==> src/include/fsq_pkg.sv <==
// Constants, types and sequence tables for the flash command sequencer host.
// Assumes a parallel flash with unlock-cycle command decoding and a ready/busy pin.
package fsq_pkg;
  // ----------------------------------------
  // Widths and bus addresses
  // ----------------------------------------
  localparam int ADDR_W = 22;
  localparam int DATA_W = 16;
  localparam logic [21:0] UNLK_A1_WORD = 22'h000555;
  localparam logic [21:0] UNLK_A2_WORD = 22'h0002AA;
  localparam logic [21:0] UNLK_A1_BYTE = 22'h000AAA;
  localparam logic [21:0] UNLK_A2_BYTE = 22'h000555;
  localparam logic [21:0] ADDR_ANY = 22'h000000;
  // ----------------------------------------
  // Command data codes
  // ----------------------------------------
  localparam logic [15:0] CD_UNLK1 = 16'h00AA;
  localparam logic [15:0] CD_UNLK2 = 16'h0055;
  localparam logic [15:0] CD_PROG = 16'h00A0;
  localparam logic [15:0] CD_BYPASS = 16'h0020;
  localparam logic [15:0] CD_RESET = 16'h00F0;
  localparam logic [15:0] CD_ERASE_SETUP = 16'h0080;
  localparam logic [15:0] CD_CHIP = 16'h0010;
  localparam logic [15:0] CD_SECT = 16'h0030;
  localparam logic [15:0] CD_SSR_ENTER = 16'h0088;
  localparam logic [15:0] CD_SSR_EXIT = 16'h0090;
  localparam logic [15:0] CD_BYP_RESET = 16'h0090;
  localparam logic [15:0] CD_ZERO = 16'h0000;
  localparam logic [15:0] CD_SUSPEND = 16'h00B0;
  // ----------------------------------------
  // Timing
  // ----------------------------------------
  localparam int CLK_NS = 5;
  localparam int T_WP_NS = 30;
  localparam int T_WPH_NS = 20;
  localparam int T_ACC_NS = 70;
  localparam int T_RP_NS = 500;
  localparam int T_BUSY_NS = 90;
  localparam int COLL_US = 80;
  localparam int WP_CYC = (T_WP_NS + CLK_NS - 1) / CLK_NS;
  localparam int WPH_CYC = (T_WPH_NS + CLK_NS - 1) / CLK_NS;
  localparam int ACC_CYC = (T_ACC_NS + CLK_NS - 1) / CLK_NS;
  localparam int RP_CYC = (T_RP_NS + CLK_NS - 1) / CLK_NS;
  localparam int BUSY_CYC = (T_BUSY_NS + CLK_NS - 1) / CLK_NS;
  localparam int COLL_CYC = COLL_US * 1000 / CLK_NS;
  // One whole write cycle, kept as margin inside the collection window
  localparam int GUARD_CYC = WP_CYC + WPH_CYC + 1;
  // ----------------------------------------
  // Types
  // ----------------------------------------
  typedef enum logic [3:0] {
    OP_READ = 4'h0, OP_RESET = 4'h1, OP_PROG = 4'h2, OP_BYP_ENTER = 4'h3,
    OP_BYP_PROG = 4'h4, OP_BYP_RESET = 4'h5, OP_SSR_ENTER = 4'h6, OP_SSR_EXIT = 4'h7,
    OP_CHIP = 4'h8, OP_SECT = 4'h9, OP_SECT_ADD = 4'hA, OP_SUSPEND = 4'hB,
    OP_HWRST = 4'hC, OP_ACCEL_ON = 4'hD, OP_ACCEL_OFF = 4'hE
  } fsq_op_t;
  typedef enum logic [2:0] {
    ST_IDLE = 3'h0, ST_ADDR = 3'h1, ST_WLOW = 3'h3, ST_WHIGH = 3'h2,
    ST_WAIT = 3'h6, ST_READ = 3'h4, ST_HWRST = 3'h5
  } fsq_state_t;
  typedef struct packed {
    logic [21:0] addr;
    logic [15:0] data;
  } fsq_cyc_t;
  typedef struct packed {
    logic ce_n;
    logic we_n;
    logic oe_n;
    logic reset_n;
    logic [21:0] addr;
    logic [15:0] dq_out;
    logic dq_oe;
  } fsq_pins_t;
  // ----------------------------------------
  // Sequence tables
  // ----------------------------------------
  function automatic logic [2:0] seq_len(input fsq_op_t op);
    case (op)
      OP_PROG, OP_SSR_EXIT: seq_len = 3'h4;
      OP_BYP_ENTER, OP_SSR_ENTER: seq_len = 3'h3;
      OP_BYP_PROG, OP_BYP_RESET: seq_len = 3'h2;
      OP_CHIP, OP_SECT: seq_len = 3'h6;
      default: seq_len = 3'h1;
    endcase
  endfunction : seq_len

  function automatic fsq_cyc_t seq_cycle(input fsq_op_t op, input logic [2:0] idx, input logic byte_md,
                                         input logic [21:0] a, input logic [15:0] d);
    fsq_cyc_t u1;
    fsq_cyc_t u2;
    fsq_cyc_t c;
    u1 = '{byte_md ? UNLK_A1_BYTE : UNLK_A1_WORD, CD_UNLK1};
    u2 = '{byte_md ? UNLK_A2_BYTE : UNLK_A2_WORD, CD_UNLK2};
    c = (idx == 3'h0 || idx == 3'h3) ? u1 : u2;
    case (op)
      OP_RESET: c = '{ADDR_ANY, CD_RESET};
      OP_PROG: if (idx == 3'h2) c = '{u1.addr, CD_PROG}; else if (idx == 3'h3) c = '{a, d};
      OP_BYP_ENTER: if (idx == 3'h2) c = '{u1.addr, CD_BYPASS};
      OP_SSR_ENTER: if (idx == 3'h2) c = '{u1.addr, CD_SSR_ENTER};
      OP_SSR_EXIT: if (idx == 3'h2) c = '{u1.addr, CD_SSR_EXIT}; else if (idx == 3'h3) c = '{ADDR_ANY, CD_ZERO};
      OP_BYP_PROG: c = (idx == 3'h0) ? '{ADDR_ANY, CD_PROG} : '{a, d};
      OP_BYP_RESET: c = (idx == 3'h0) ? '{ADDR_ANY, CD_BYP_RESET} : '{ADDR_ANY, CD_ZERO};
      OP_CHIP: if (idx == 3'h2) c = '{u1.addr, CD_ERASE_SETUP}; else if (idx == 3'h5) c = '{u1.addr, CD_CHIP};
      OP_SECT: if (idx == 3'h2) c = '{u1.addr, CD_ERASE_SETUP}; else if (idx == 3'h5) c = '{a, CD_SECT};
      OP_SECT_ADD: c = '{a, CD_SECT};
      OP_SUSPEND: c = '{a, CD_SUSPEND};
      default: c = '{a, CD_ZERO};
    endcase
    seq_cycle = c;
  endfunction : seq_cycle
endpackage : fsq_pkg

==> src/rtl/fsq_host.sv <==
// Host-side command sequencer: turns user operations into flash bus write/read cycles.
// Assumes flash pins synchronous to ref_clk; the board resolves dq from dq_oe.
`timescale 1ns/10ps
module fsq_host #(
  parameter int COLL_LIMIT = fsq_pkg::COLL_CYC,
  parameter bit BYTE_MODE = 1'b0
) (
  // Clock and reset
  input wire logic ref_clk,
  input wire logic rst,
  // User command port
  input wire logic cmd_valid,
  input wire fsq_pkg::fsq_op_t cmd_op,
  input wire logic [21:0] cmd_addr,
  input wire logic [15:0] cmd_data,
  output logic cmd_ack,
  output logic cmd_rej,
  output logic rd_valid,
  output logic [15:0] rd_data,
  output logic busy,
  output logic ssr_mode,
  output logic bypass_mode,
  // Flash pins
  output fsq_pkg::fsq_pins_t fl,
  input wire logic [15:0] dq_in,
  input wire logic ready_busy_in,
  output logic accel_hv_en,
  output logic byte_mode_n
);
  // ----------------------------------------
  // State
  // ----------------------------------------
  fsq_pkg::fsq_state_t state_reg, state_next;
  fsq_pkg::fsq_op_t op_reg, op_next;
  fsq_pkg::fsq_pins_t fl_reg, fl_next;
  logic [2:0] idx_reg, idx_next;
  logic [15:0] cnt_reg, cnt_next;
  logic [15:0] coll_reg;
  logic [21:0] addr_reg;
  logic [15:0] data_reg;
  logic ssr_reg, byp_reg, accel_reg, sect_reg;
  logic ack_reg, rej_reg, rdv_reg;
  logic busy_reg, bmn_reg;
  logic [15:0] rdd_reg;

  // ----------------------------------------
  // Acceptance decode
  // ----------------------------------------
  wire take = cmd_valid && !ack_reg && !rej_reg && (state_reg == fsq_pkg::ST_IDLE || state_reg == fsq_pkg::ST_WAIT);
  wire is_byp_op = cmd_op == fsq_pkg::OP_BYP_PROG || cmd_op == fsq_pkg::OP_BYP_RESET;
  wire win_open = sect_reg && coll_reg < 16'(COLL_LIMIT - fsq_pkg::GUARD_CYC);
  wire ok_bypass = !byp_reg || is_byp_op || cmd_op == fsq_pkg::OP_READ
                   || (cmd_op == fsq_pkg::OP_ACCEL_OFF && accel_reg);
  wire ok_ssr = !ssr_reg || !(cmd_op == fsq_pkg::OP_BYP_ENTER || cmd_op == fsq_pkg::OP_ACCEL_ON);
  wire ok_idle = ok_bypass && ok_ssr && (byp_reg || !is_byp_op)
                 && cmd_op != fsq_pkg::OP_SECT_ADD && cmd_op != fsq_pkg::OP_SUSPEND;
  // While busy only window additions, suspend and hardware reset pass; all else would be ignored
  wire ok_wait = (cmd_op == fsq_pkg::OP_SECT_ADD && win_open)
                 || (cmd_op == fsq_pkg::OP_SUSPEND && sect_reg);
  wire ok = cmd_op == fsq_pkg::OP_HWRST || (state_reg == fsq_pkg::ST_IDLE ? ok_idle : ok_wait);
  wire accept = take && ok;
  wire no_cycles = cmd_op == fsq_pkg::OP_ACCEL_ON || cmd_op == fsq_pkg::OP_ACCEL_OFF;
  wire last_idx = idx_reg == fsq_pkg::seq_len(op_reg) - 3'h1;
  wire starts_alg = op_reg inside {fsq_pkg::OP_PROG, fsq_pkg::OP_BYP_PROG, fsq_pkg::OP_CHIP,
                                   fsq_pkg::OP_SECT, fsq_pkg::OP_SECT_ADD};
  // The taking edge already launches the first cycle, so it must see the request's own address and data
  wire [21:0] a_src = accept ? cmd_addr : addr_reg;
  wire [15:0] d_src = accept ? cmd_data : data_reg;
  wire seq_end = state_reg == fsq_pkg::ST_WHIGH && cnt_reg == 16'h0000 && last_idx;
  wire fsq_pkg::fsq_cyc_t cyc_next = fsq_pkg::seq_cycle(op_next, idx_next, BYTE_MODE, a_src, d_src);

  // ----------------------------------------
  // Next state
  // ----------------------------------------
  always_comb begin
    state_next = state_reg;
    op_next = op_reg;
    idx_next = idx_reg;
    cnt_next = (cnt_reg != 16'h0000) ? cnt_reg - 16'h0001 : cnt_reg;
    case (state_reg)
      fsq_pkg::ST_IDLE, fsq_pkg::ST_WAIT: begin
        if (accept) begin
          op_next = cmd_op;
          idx_next = 3'h0;
          if (cmd_op == fsq_pkg::OP_HWRST) begin
            state_next = fsq_pkg::ST_HWRST;
            cnt_next = 16'(fsq_pkg::RP_CYC - 1);
          end else if (cmd_op == fsq_pkg::OP_READ) begin
            state_next = fsq_pkg::ST_READ;
            cnt_next = 16'(fsq_pkg::ACC_CYC - 1);
          end else if (!no_cycles) begin
            state_next = fsq_pkg::ST_ADDR;
          end
        end else if (state_reg == fsq_pkg::ST_WAIT && cnt_reg == 16'h0000 && ready_busy_in && !win_open) begin
          state_next = fsq_pkg::ST_IDLE;
        end
      end
      fsq_pkg::ST_ADDR: begin
        // Address settles a cycle before the falling strobe
        state_next = fsq_pkg::ST_WLOW;
        cnt_next = 16'(fsq_pkg::WP_CYC - 1);
      end
      fsq_pkg::ST_WLOW: if (cnt_reg == 16'h0000) begin
        state_next = fsq_pkg::ST_WHIGH;
        cnt_next = 16'(fsq_pkg::WPH_CYC - 1);
      end
      fsq_pkg::ST_WHIGH: if (cnt_reg == 16'h0000) begin
        if (!last_idx) begin
          state_next = fsq_pkg::ST_ADDR;
          idx_next = idx_reg + 3'h1;
        end else if (starts_alg) begin
          state_next = fsq_pkg::ST_WAIT;
          cnt_next = 16'(fsq_pkg::BUSY_CYC);
        end else begin
          state_next = fsq_pkg::ST_IDLE;
        end
      end
      fsq_pkg::ST_READ, fsq_pkg::ST_HWRST: if (cnt_reg == 16'h0000) state_next = fsq_pkg::ST_IDLE;
      default: state_next = fsq_pkg::ST_IDLE;
    endcase
  end

  // Pins follow the next state so every pin comes straight from a flop
  wire strobe_ph = state_next == fsq_pkg::ST_ADDR || state_next == fsq_pkg::ST_WLOW;
  assign fl_next = '{ce_n: !(strobe_ph || state_next == fsq_pkg::ST_READ),
                     we_n: state_next != fsq_pkg::ST_WLOW,
                     oe_n: state_next != fsq_pkg::ST_READ,
                     reset_n: state_next != fsq_pkg::ST_HWRST,
                     addr: (state_next == fsq_pkg::ST_READ) ? a_src : cyc_next.addr,
                     dq_out: cyc_next.data,
                     // Data held through the rising strobe
                     dq_oe: strobe_ph || state_next == fsq_pkg::ST_WHIGH};

  // ----------------------------------------
  // Registers
  // ----------------------------------------
  always_ff @(posedge ref_clk or posedge rst) begin
    if (rst) begin
      state_reg <= fsq_pkg::ST_IDLE;
      op_reg <= fsq_pkg::OP_READ;
      idx_reg <= 3'h0;
      cnt_reg <= 16'h0000;
      fl_reg <= '{ce_n: 1'b1, we_n: 1'b1, oe_n: 1'b1, reset_n: 1'b1, addr: 22'h000000, dq_out: 16'h0000, dq_oe: 1'b0};
    end else begin
      state_reg <= state_next;
      op_reg <= op_next;
      idx_reg <= idx_next;
      cnt_reg <= cnt_next;
      fl_reg <= fl_next;
    end
  end

  always_ff @(posedge ref_clk or posedge rst) begin
    if (rst) begin
      addr_reg <= 22'h000000;
      data_reg <= 16'h0000;
      ack_reg <= 1'b0;
      rej_reg <= 1'b0;
      rdv_reg <= 1'b0;
      rdd_reg <= 16'h0000;
      busy_reg <= 1'b0;
      bmn_reg <= !BYTE_MODE;
    end else begin
      busy_reg <= state_next == fsq_pkg::ST_WAIT;
      bmn_reg <= !BYTE_MODE;
      ack_reg <= accept;
      rej_reg <= take && !ok;
      if (accept) addr_reg <= cmd_addr;
      if (accept) data_reg <= cmd_data;
      rdv_reg <= state_reg == fsq_pkg::ST_READ && cnt_reg == 16'h0000;
      if (state_reg == fsq_pkg::ST_READ && cnt_reg == 16'h0000) rdd_reg <= dq_in;
    end
  end

  // Mode tracking mirrors the device's decode; a hardware reset drops every mode
  always_ff @(posedge ref_clk or posedge rst) begin
    if (rst) begin
      ssr_reg <= 1'b0;
      byp_reg <= 1'b0;
      accel_reg <= 1'b0;
      sect_reg <= 1'b0;
      coll_reg <= 16'h0000;
    end else if (accept && cmd_op == fsq_pkg::OP_HWRST) begin
      ssr_reg <= 1'b0;
      byp_reg <= 1'b0;
      accel_reg <= 1'b0;
      sect_reg <= 1'b0;
    end else begin
      if (accept && cmd_op == fsq_pkg::OP_SSR_ENTER) ssr_reg <= 1'b1;
      if (accept && cmd_op == fsq_pkg::OP_SSR_EXIT) ssr_reg <= 1'b0;
      // Bypass counts once the OP_BYP_ENTER third cycle has been written, or as soon as OP_ACCEL_ON is taken
      if ((seq_end && op_reg == fsq_pkg::OP_BYP_ENTER) || (accept && cmd_op == fsq_pkg::OP_ACCEL_ON)) byp_reg <= 1'b1;
      if (accept && (cmd_op == fsq_pkg::OP_BYP_RESET || cmd_op == fsq_pkg::OP_ACCEL_OFF)) byp_reg <= 1'b0;
      if (accept && cmd_op == fsq_pkg::OP_ACCEL_ON) accel_reg <= 1'b1;
      if (accept && cmd_op == fsq_pkg::OP_ACCEL_OFF) accel_reg <= 1'b0;
      if (accept && cmd_op == fsq_pkg::OP_SUSPEND) sect_reg <= 1'b0;
      else if (state_reg == fsq_pkg::ST_WHIGH && cnt_reg == 16'h0000 && last_idx) begin
        // Window restarts as the high phase of each final write cycle ends
        sect_reg <= op_reg == fsq_pkg::OP_SECT || op_reg == fsq_pkg::OP_SECT_ADD;
        coll_reg <= 16'h0000;
      end else if (state_reg == fsq_pkg::ST_IDLE) sect_reg <= 1'b0;
      else if (coll_reg != 16'(COLL_LIMIT)) coll_reg <= coll_reg + 16'h0001;
    end
  end

  assign cmd_ack = ack_reg;
  assign cmd_rej = rej_reg;
  assign rd_valid = rdv_reg;
  assign rd_data = rdd_reg;
  assign busy = busy_reg;
  assign ssr_mode = ssr_reg;
  assign bypass_mode = byp_reg;
  assign fl = fl_reg;
  assign accel_hv_en = accel_reg;
  assign byte_mode_n = bmn_reg;

  // ----------------------------------------
  // Assertions
  // ----------------------------------------
  a_ssr_entry_code: assert property (@(posedge ref_clk) disable iff (rst)
    (state_reg == fsq_pkg::ST_WLOW && op_reg == fsq_pkg::OP_SSR_ENTER && idx_reg == 3'h2)
    |-> fl_reg.dq_out == fsq_pkg::CD_SSR_ENTER && !fl_reg.we_n) else $error("bad region entry code");
  a_prog_four_cycles: assert property (@(posedge ref_clk) disable iff (rst)
    (state_reg == fsq_pkg::ST_WHIGH && cnt_reg == 16'h0000 && op_reg == fsq_pkg::OP_PROG && idx_reg == 3'h3)
    |=> state_reg == fsq_pkg::ST_WAIT) else $error("program did not end after four cycles");
  a_busy_no_cmd: assert property (@(posedge ref_clk) disable iff (rst)
    ($past(state_reg) == fsq_pkg::ST_WAIT && state_reg == fsq_pkg::ST_ADDR)
    |-> op_reg == fsq_pkg::OP_SECT_ADD || op_reg == fsq_pkg::OP_SUSPEND) else $error("command issued while busy");
  a_hwrst_pin_low: assert property (@(posedge ref_clk) disable iff (rst)
    (accept && cmd_op == fsq_pkg::OP_HWRST) |=> !fl_reg.reset_n [*8] ##1 !byp_reg) else $error("reset pulse short");
  a_bypass_code: assert property (@(posedge ref_clk) disable iff (rst)
    (state_reg == fsq_pkg::ST_WLOW && op_reg == fsq_pkg::OP_BYP_ENTER && idx_reg == 3'h2)
    |-> fl_reg.dq_out == fsq_pkg::CD_BYPASS) else $error("bad bypass entry code");
  a_bypass_two_cyc: assert property (@(posedge ref_clk) disable iff (rst)
    (state_reg == fsq_pkg::ST_WLOW && op_reg == fsq_pkg::OP_BYP_PROG)
    |-> fl_reg.dq_out == (idx_reg == 3'h0 ? fsq_pkg::CD_PROG : data_reg)) else $error("bad bypass program cycle");
  a_bypass_only_ops: assert property (@(posedge ref_clk) disable iff (rst)
    (state_reg == fsq_pkg::ST_ADDR && byp_reg)
    |-> op_reg == fsq_pkg::OP_BYP_PROG || op_reg == fsq_pkg::OP_BYP_RESET) else $error("illegal op in bypass");
  a_chip_last_code: assert property (@(posedge ref_clk) disable iff (rst)
    (state_reg == fsq_pkg::ST_WLOW && op_reg == fsq_pkg::OP_CHIP && idx_reg == 3'h5)
    |-> fl_reg.dq_out == fsq_pkg::CD_CHIP) else $error("bad chip erase code");
  a_window_gap: assert property (@(posedge ref_clk) disable iff (rst)
    (seq_end && op_reg == fsq_pkg::OP_SECT_ADD) |-> coll_reg < 16'(COLL_LIMIT)) else $error("sector added too late");
  a_strobe_order: assert property (@(posedge ref_clk) disable iff (rst)
    $fell(fl_reg.we_n) |-> !fl_reg.ce_n && $stable(fl_reg.addr) && fl_reg.dq_oe) else $error("strobe before address");
endmodule : fsq_host

==> config.mk <==
export PLATFORM = sky130hd
export DESIGN_NAME = fsq_host
export DESIGN_NICKNAME = d
export VERILOG_FILES = /design/src/include/fsq_pkg.sv /design/src/rtl/fsq_host.sv
export SDC_FILE = /design/constraint.sdc
export NUM_CORES = 1
export LEC_CHECK = 0
export ABC_AREA = 1
export BUFFER_PORTS_ARGS = -buffer_cell sky130_fd_sc_hd__buf_2
export CAP_MARGIN = 40
export CORE_ASPECT_RATIO = 0.7
export CORE_UTILIZATION = 50
export DETAILED_ROUTE_END_ITERATION = 8
export PLACE_DENSITY = 0.82
export SLEW_MARGIN = 5
export SYNTH_ARGS = -nofsm -noshare
export SYNTH_HDL_FRONTEND = slang
export SYNTH_SLANG_ARGS = --single-unit
==> constraint.sdc <==
create_clock -name ref_clk -period 8.25 [get_ports ref_clk]
set_input_delay 1.65 -clock ref_clk [delete_from_list [all_inputs] [get_ports ref_clk]]
set_output_delay 1.65 -clock ref_clk [all_outputs]
set_load 0.02 [all_outputs]
After elaboration in Yosys (flattened, before gate mapping):

Memory sizes are Yosys's and may differ from the RTL's.
Index checks and enable logic that the tools add are counted.

* bits of input ports: 62
* register bits after elaboration: 147
* memories: 1
* ROM bits: 48
* output and inout bits: 67

Memory list
* (name not given): depth 16, width 3, read ports 1, clocked after memory_dff 0, write ports 0, line fsq_pkg.sv:78 `case (op)`

* $lt $le $gt $ge: 1
* add/sub/neg operators: 4
* bitwise gates (word level): 2
* equality and inequality tests: 49
* reduce and logical (&&, ||, !) cells: 68
* mux-type cells: 60

Operators with widths (number)
* one-hot mux 38 bit (11 select lines): 1
* two-way mux 16 bit: 12
* two-way mux 38 bit: 5
* two-way mux 27 bit: 7
* one-hot mux 16 bit (4 select lines): 1
* equality test 4 bit, second input constant: 12
* two-way mux 22 bit: 2
* two-way mux 3 bit: 13
* equality test 4 x 3 -> 1 bit, second input constant: 9
* logical AND 1 bit: 27
* equality test 4 x 2 -> 1 bit, second input constant: 5
* equality test 3 x 2 -> 1 bit, second input constant: 6
* equality test 3 bit, second input constant: 6
* logical OR 1 bit: 18
* adder 16 x 1 -> 16 bit, second input constant: 1
* logical NOT 16 bit: 1
* < comparator 16 x 14 -> 1 bit, second input constant: 1
* inequality test 16 x 14 -> 1 bit, second input constant: 1
* nonzero test 16 bit: 1
* subtractor 16 x 1 -> 16 bit, second input constant: 1
* one-hot mux 3 bit (5 select lines): 1
* two-way mux 1 bit: 14
* logical NOT 1 bit: 9
* nonzero test 3 bit: 3
* other kinds (20): 27

Logic depth before layout (Yosys ltp):

Gate-level depths: netlist of run 1.

* word-level depth: 21
* gate-level depth with buffers: 26
* gate-level depth less buffers: 26

Worst setup path before layout of run 1:

Ideal clock, no wire load.

* path type: input-to-reg
* start: in cmd_op[0]
* end: reg fl_reg (netlist bit fl[28])
* arrival time: 3.436 ns
* stages on the path: 19
* data required time: 8.137 ns
* setup slack: 4.701 ns
* path buffers: 1
* path through: nor2_1 > nand2_2 > nand3_1 > nor2_1 > o21ai_1 > nand2_1 > nand2_2 > nand2_4 > nand2_1 > nand3_4 > nor2_4 > nand2_2 > nand2_2 > inv_2 > nor2_4 > nand3_2 > buf_6 > nand2_1 > inv_1

RTL lines
* start, declared: line fsq_host.sv:13 `input wire fsq_pkg::fsq_op_t cmd_op,`
* end signal, assigned: line fsq_host.sv:143 `fl_reg <= '{ce_n: 1'b1, we_n: 1'b1, oe_n: 1'b1, reset_n: 1'b1, addr: 22'h000000, dq_out: 16'h0000, dq_oe: 1'b0 ...`
* end signal, assigned: line fsq_host.sv:149 `fl_reg <= fl_next;`
* end, declared: line fsq_host.sv:35 `fsq_pkg::fsq_pins_t fl_reg, fl_next;`

==> reports/results.txt, run 1 <==
Flip-flop count of the largest register after layout: 43
Fillcell total: 1292
Main synth FF type: dfrtp_1
Area of the core: 14700 um^2
Die width: 149 um
Cell variety after synth: 48
Post-CTS Setup Inserts: 0
Critical Path Start Type: primary input
Slew @ Worst Pin: 829 ps
Clock skew: 11.4 ps
Count of final hold-check violations: 0
Crit. End Element: flip-flop
GRT Total Usage: 24.8%
Slew margin rel.: 44.7%
H-tree Lvls: 4
Power Dens Cells: 423 nW/um^2
First DRT Iteration DRCs: 682
Clock transition at the registers of the reported paths: 70 ps
Total die area: 15600 um^2
CTS Buf Count: 17
Via count: 6881
Clock Latency Late Sink: 420 ps
Initial antenna violation count: 1
CTS Sinks: 147
CTS tree: done
Placed Instance Area: 8370 um^2
CTS Hold Bufs: 0
Synth async-reset ratio: 100%
Fin Setup TNS: 0 ps
Register area share after synthesis: 48.7%
# rows: 37
Gr ovfl total: 0
Fin nets: 1179
Yosys reg bits: 147
I/O Pins: 129
Max Cap Viol: 0
Routed vias/inst: 5.22
Crit Path Class: in2reg
CTS max path bufs: 2
Dpl hpwl: 13500 um
Setup ws final: 3570 ps
First-pass GRT wire length: 30300 um
Post-route minimum period: 4680 ps
Setup Viol. Count Final: 0
1st-pass router iterations: 6
Worst vdd ir: 0.198 mV
Critical path data arrival time: 4990 ps
Vias in the first global route: 6280
CTS Root Cell: clkbuf_16
Number of port buffers: 127
CP Max Fanout: 55
Slew Viols, Final: 0
Syn_nets: 1048
Required time of the worst setup path: 8570 ps
RSZ-0062 raised after global routing: no
Avg WL per Cell: 14.1 um
GPL Wtd Cong: 0.921
Finished Cell Area: 8990 um^2
Post-Syn Area: 7570 um^2
Share of layout cells above drive strength 1: 21.5%
Final wirelength: 18600 um
Gates resized, CTS repair: 0
Run status: finished clean
Post-synth EDFFs: 0
Die height: 105 um
Final Util: 61.1%
Post-Synthesis Cells: 979
DR DRC count: 0
Synthesis-to-finish area growth: 18.8%
Leak: 4.88 nW
Final Cycle Share: 56.7%
HP Class: reg2reg
Initial Util: 51.4%
Largest net degree at the start of global routing: 80
Average cell area after synthesis: 7.73 um^2
Post-DRT Antenna Nets: 0
Synth warn: 0
Pre-CTS setup slack: 3160 ps
Max frequency: 0.214 GHz
-- layout by cell type (no fill, tap or decap), types with 3 or more instances in the layout --
master     Yosys  routed
nor2_4         4       4
buf_2          6     127
and2_1         8       8
nor2_1       100     100
inv_6          0       5
mux2i_1        3       3
o21ai_2        4       4
nand4_1       22      22
nor2_2         9       9
nand3_1       46      46
inv_2         15      15
clkbuf_16      0      17
o211ai_1       4       4
nand2_2       16      16
o21ai_0       40      40
nand3_2        4       4
nand2_1      301     301
inv_8          0       4
dfstp_2        4       4
xor2_1         5       5
inv_1        118     117
ha_1           7       7
nor3_2         2       3
nor3_1        26      25
nor4_1         4       4
xnor2_1        4       4
dfrtp_1      143     143
o21ai_1        6       6
or2_2         14      14
a21oi_1       27      27
-- through the flow --
| step | instances | hold slack [ps] | power (mW) |
|---|---|---|---|
| 5_1_grt | 1319 | 498 | 4.13 |
| 3_5_place_dp | 1286 | 464 | 2.97 |
| 6_report | 1319 | 477 | 3.81 |
| 3_3_place_gp | 1285 | 458 | 2.93 |
| 4_1_cts | 1318 | 481 | 3.80 |
| 2_1_floorplan | 979 | 440 | 2.54 |
-- worst paths after layout --
path	startpoint	to	slack, ps	depth (start not counted)
min in group asynchronous	rst	fl[33]	1350	2
hold / removal	rd_data[9]	rd_data[9]	480	2
hold reg to reg	rd_data[9]	rd_data[9]	480	2
setup reg to reg	state_reg[2]	fl[37]	4310	16
max in group asynchronous	rst	data_reg[3]	5560	3
setup / recovery	cmd_op[0]	fl[37]	3570	19
-- final cells by class --
type / instances / area [um^2] / share of cell area (%)
diodes: 1 / 2.50 / 0.0278
clock inverters: 14 / 180 / 2.00
multi-input cells: 681 / 3290 / 36.5
repair buffers: 129 / 651 / 7.23
inverters: 134 / 508 / 5.65
well taps: 195 / 244 / 2.71
clock buffers: 18 / 439 / 4.88
flip-flops and latches: 147 / 3680 / 41.0
-- synthesized netlist by cell type (3+ instances only) --
| library cell | number | area, um^2 |
|---|---|---|
| inv_1 | 118 | 443 |
| clkbuf_1 | 6 | 22.5 |
| nor3_1 | 26 | 130 |
| dfstp_2 | 4 | 105 |
| inv_2 | 15 | 56.3 |
| o21ai_1 | 6 | 30.0 |
| mux2i_1 | 3 | 30.0 |
| nand2_2 | 16 | 100 |
| nor2_4 | 4 | 45.0 |
| buf_6 | 3 | 33.8 |
| o21ai_2 | 4 | 35.0 |
| xnor2_1 | 4 | 35.0 |
| nor2_2 | 9 | 56.3 |
| ha_1 | 7 | 87.6 |
| dfrtp_1 | 143 | 3580 |
| nor4_1 | 4 | 25.0 |
| or2_2 | 14 | 87.6 |
| a21oi_1 | 27 | 135 |
| xor2_1 | 5 | 43.8 |
| o211ai_1 | 4 | 30.0 |
| nand2_1 | 301 | 1130 |
| buf_2 | 6 | 30.0 |
| nand3_1 | 46 | 230 |
| nand3_2 | 4 | 40.0 |
| nor2_1 | 100 | 375 |
| nand4_1 | 22 | 138 |
| o21ai_0 | 40 | 200 |
| and2_1 | 8 | 50.1 |
-- cells by family after synthesis --
logic type               Yosys count  share of synthesized area (%)
flip-flops                       147                           48.7
buffers and inverters            151                           7.98
multiplexers                       3                          0.397
adder cells (fa/ha/maj)            7                           1.16
XOR/XNOR                           9                           1.04
other                              1                         0.0495
AO/OA/AOI/OAI                     94                           7.03
AND/OR/NAND/NOR                  567                           33.7
-- layer usage --
layer / global-route usage (%) / share of wire [%]
met5: 0 / 0
met1: 36.8 / 47
met2: 36.9 / 43
met3: 4.50 / 8.6
met4: 7.00 / 1.6
-- where the power goes --
part           internal [mW]  switching (mW)
Clock                  0.469           0.338
Sequential              1.01           0.132
Combinational          0.582            1.28
Total                   2.06            1.75
-- worst max-delay path, cell delays in order --
cell,delay [ps]
buf_2,110
inv_1,80
nand2_1,130
nor3_1,190
nor2_1,70
o21ai_1,120
nand2_1,80
nand2_2,150
nand2_4,360
inv_2,660
nand2_1,120
nand3_1,110
nand3_1,180
nand2_2,180
nand2_2,80
inv_2,210
nand3_2,280
nand2_1,140
inv_1,50
Note: power is estimated with default switching activity, not from simulation.
==> run 2, diff against run 1 <==
--- a/config.mk
+++ b/config.mk
@@ -11,7 +11,7 @@
 export CORE_ASPECT_RATIO = 0.7
 export CORE_UTILIZATION = 50
 export DETAILED_ROUTE_END_ITERATION = 8
-export PLACE_DENSITY = 0.82
+export PLACE_DENSITY = 0.85
 export SLEW_MARGIN = 5
 export SYNTH_ARGS = -nofsm -noshare
 export SYNTH_HDL_FRONTEND = slang
==> constraint.sdc (replaced) <==
create_clock -name ref_clk -period 4.1 [get_ports ref_clk]
set_input_delay 0.82 -clock ref_clk [delete_from_list [all_inputs] [get_ports ref_clk]]
set_output_delay 0.82 -clock ref_clk [all_outputs]
set_load 0.02 [all_outputs]
==> run 2 against run 1 <==
- count of clock-buffer cells in the layout did not move
- worst setup slack worse by 2900 ps
- global-route usage grew 1.1 points
- flip-flop and latch count stayed put
- combinational power rose by 110%
- final area is 0.85% higher
- die area did not move
- first-iteration DRC count fell by 24%
- final cell count is 0.45% higher
- sequential share of layout area fell by 0.34 points
- total power up 100%
- core utilization rose by 0.52 points
- largest power group unchanged
- highest routed layer unchanged
==> reports/results.txt, run 2 (synthesis gave the netlist of run 1 again) <==
1st-pass router iterations: 5 (was 6)
CP Max Fanout: 13 (was 55)
GRT Total Usage: 25.9% (was 24.8%)
Final wirelength: 19300 um (was 18600 um)
# rows: 37 (unchanged)
Share of layout cells above drive strength 1: 21.9% (was 21.5%)
CTS Buf Count: 17 (unchanged)
Critical path data arrival time: 3750 ps (was 4990 ps)
Placed Instances: 1293 (was 1286)
Synthesis-to-finish area growth: 19.8% (was 18.8%)
Clock transition at the registers of the reported paths: 70 ps (about the same)
Commonest cells after routing, fill and taps aside: nand2_1 (301), dfrtp_1 (143), buf_2 (127), inv_1 (117), nor2_1 (100) (unchanged)
Die width: 149 um (unchanged)
Count of final hold-check violations: 0 (unchanged)
I/O Pins: 129 (unchanged)
Run status: finished clean (unchanged)
RSZ-0062 raised after global routing: no (unchanged)
Post-CTS Setup Inserts: 0 (unchanged)
Fin nets: 1186 (was 1179)
Fin Setup TNS: 0 ps (unchanged)
Dpl hpwl: 14100 um (was 13500 um)
Initial Util: 51.4% (unchanged)
Slew @ Worst Pin: 653 ps (was 829 ps)
Crit. End Element: flip-flop (unchanged)
Max incr delay on CP: 410 ps (was 660 ps)
Total die area: 15600 um^2 (unchanged)
Required time of the worst setup path: 4400 ps (was 8570 ps)
CTS Hold Bufs: 0 (unchanged)
Setup Viol. Count Final: 0 (unchanged)
Power Dens Cells: 853 nW/um^2 (was 423 nW/um^2)
Final instance count without filler cells: 1325 (was 1319)
Slowest stage cell, crit path: dfrtp_1 (was inv_2)
Max Cap Viol: 0 (unchanged)
CTS Root Cell: clkbuf_16 (unchanged)
Slew margin rel.: 56.3% (was 44.7%)
Cell mode on critical path: nand2_1 (unchanged)
Vias in the first global route: 6654 (was 6280)
Worst vdd ir: 0.411 mV (was 0.198 mV)
Post-DRT Antenna Nets: 0 (unchanged)
Leak: 4.93 nW (was 4.88 nW)
Gr ovfl total: 0 (unchanged)
CTS tree: done (unchanged)
Slew Viols, Final: 0 (unchanged)
HP Class: in2async (was reg2reg)
Placed Instance Area: 8450 um^2 (was 8370 um^2)
Met2 global-route usage: 41.2% (was 36.9%)
Crit-path cells: inv_1, nand3_1, nand2_1, a21oi_1, ha_1, or2_2, nand2_1, nand3_1, nand2_1, nand3_4, nand2_2, nand2_1, nand3_2, nand2_1, nor2_2, nand2_4, nand2_2, nor2_1, nor2_2, nand3_1, nor2_1, nor2_1 (was buf_2, inv_1, nand2_1, nor3_1, nor2_1, o21ai_1, nand2_1, nand2_2, nand2_4, inv_2, nand2_1, nand3_1, nand3_1, nand2_2, nand2_2, inv_2, nand3_2, nand2_1, inv_1)
CTS max path bufs: 2 (unchanged)
Die height: 105 um (unchanged)
Flop-to-flop setup slack: 650 ps (was 4310 ps)
Number of port buffers: 127 (unchanged)
GPL Wtd Cong: 0.939 (was 0.921)
Final Cycle Share: 84.2%
Largest net degree at the start of global routing: 39 (was 80)
Commonest non-fill, non-tap cell in the layout: nand2_1 (unchanged)
Max frequency: 0.290 GHz
CTS Sinks: 147 (unchanged)
Avg WL per Cell: 14.6 um (was 14.1 um)
H-tree Lvls: 4 (unchanged)
Ant. Diodes: 0 (was 1)
Via count: 6943 (was 6881)
Flip-flop count of the largest register after layout: 43 (unchanged)
Area of the core: 14700 um^2 (unchanged)
Initial antenna violation count: 0 (was 1)
Routed vias/inst: 5.24 (was 5.22)
Gates resized, CTS repair: 0 (unchanged)
Crit Path Class: reg2reg (was in2reg)
Clock skew: 12.0 ps (was 11.4 ps)
Finished Cell Area: 9070 um^2 (was 8990 um^2)
Critical Path Start Type: flip-flop (was primary input)
First-pass GRT wire length: 31900 um (was 30300 um)
Fillcell total: 1256 (was 1292)
Clock Latency Late Sink: 420 ps (about the same)
GR Layer Usage met3: 4.54% (was 4.50%)
Post-route minimum period: 3450 ps
Global route hottest layer: met2 (unchanged)
First DRT Iteration DRCs: 520 (was 682)
DR DRC count: 0 (unchanged)
Power Total: 7.74 mW (was 3.81 mW)
Routing usage on met1: 36.5% (was 36.8%)
run 2: cell types whose count changed in the layout (fill, tap and decap cells not counted):
cell / previous run / this run
diode_2: 1 / 0
clkinv_4: 1 / 2
clkinvlp_4: 2 / 1
buf_12: 0 / 2
buf_4: 2 / 7
run 2: worst paths after layout:
path / cells past startpoint / end / start
hold reg to reg: 2 / addr_reg[12] / addr_reg[12]
max in group asynchronous: 4 / fl[40] / rst
setup / recovery: 22 / fl[18] / op_reg[2]
setup reg to reg: 22 / fl[18] / op_reg[2]
min in group ref_clk: 2 / addr_reg[12] / addr_reg[12]
hold / removal: 3 / addr_reg[6] / rst
run 2: through the flow:
step / hold WS (ps) / setup WS, ps / utilization [%]
after floorplan: 440 / 1340 / -
after global placement: 458 / 580 / 57.2
after detailed placement: 463 / 561 / 57.4
after CTS: 482 / 683 / 61.6
after global routing: 494 / 330 / 61.6
final: 477 / 648 / 61.6
run 2: layer usage:
| layer | wire [um] | share of wire, % | vias to the layer above |
|---|---|---|---|
| met5 | 0 | 0 | - |
| met4 | 264 | 1.4 | 0 |
| met2 | 8820 | 46 | 286 |
| met1 | 8810 | 46 | 3264 |
| met3 | 1420 | 7.3 | 23 |
| li1 | - | - | 3370 |
run 2: cell type report:
cell class,instances,area (um^2),area share [%]
tap,195,244,2.69
multi-input combinational,681,3290,36.2
inverter,134,507,5.59
sequential,147,3680,40.6
clock inverter,14,183,2.01
timing repair buffer,136,728,8.03
clock buffer,18,439,4.84
run 2: power breakdown:
group	total (mW)	switching, mW	internal, mW
Combinational	3.82	2.63	1.19
Sequential	2.30	0.272	2.02
Clock	1.62	0.676	0.946
run 2: worst max-delay path, delay by kind of cell, from the launching register on:
family,cells,cell delay (ps)
flops,1,410
buf+inv,1,110
simple gates,19,2530
fa+ha+maj,1,230
compound gates,1,60
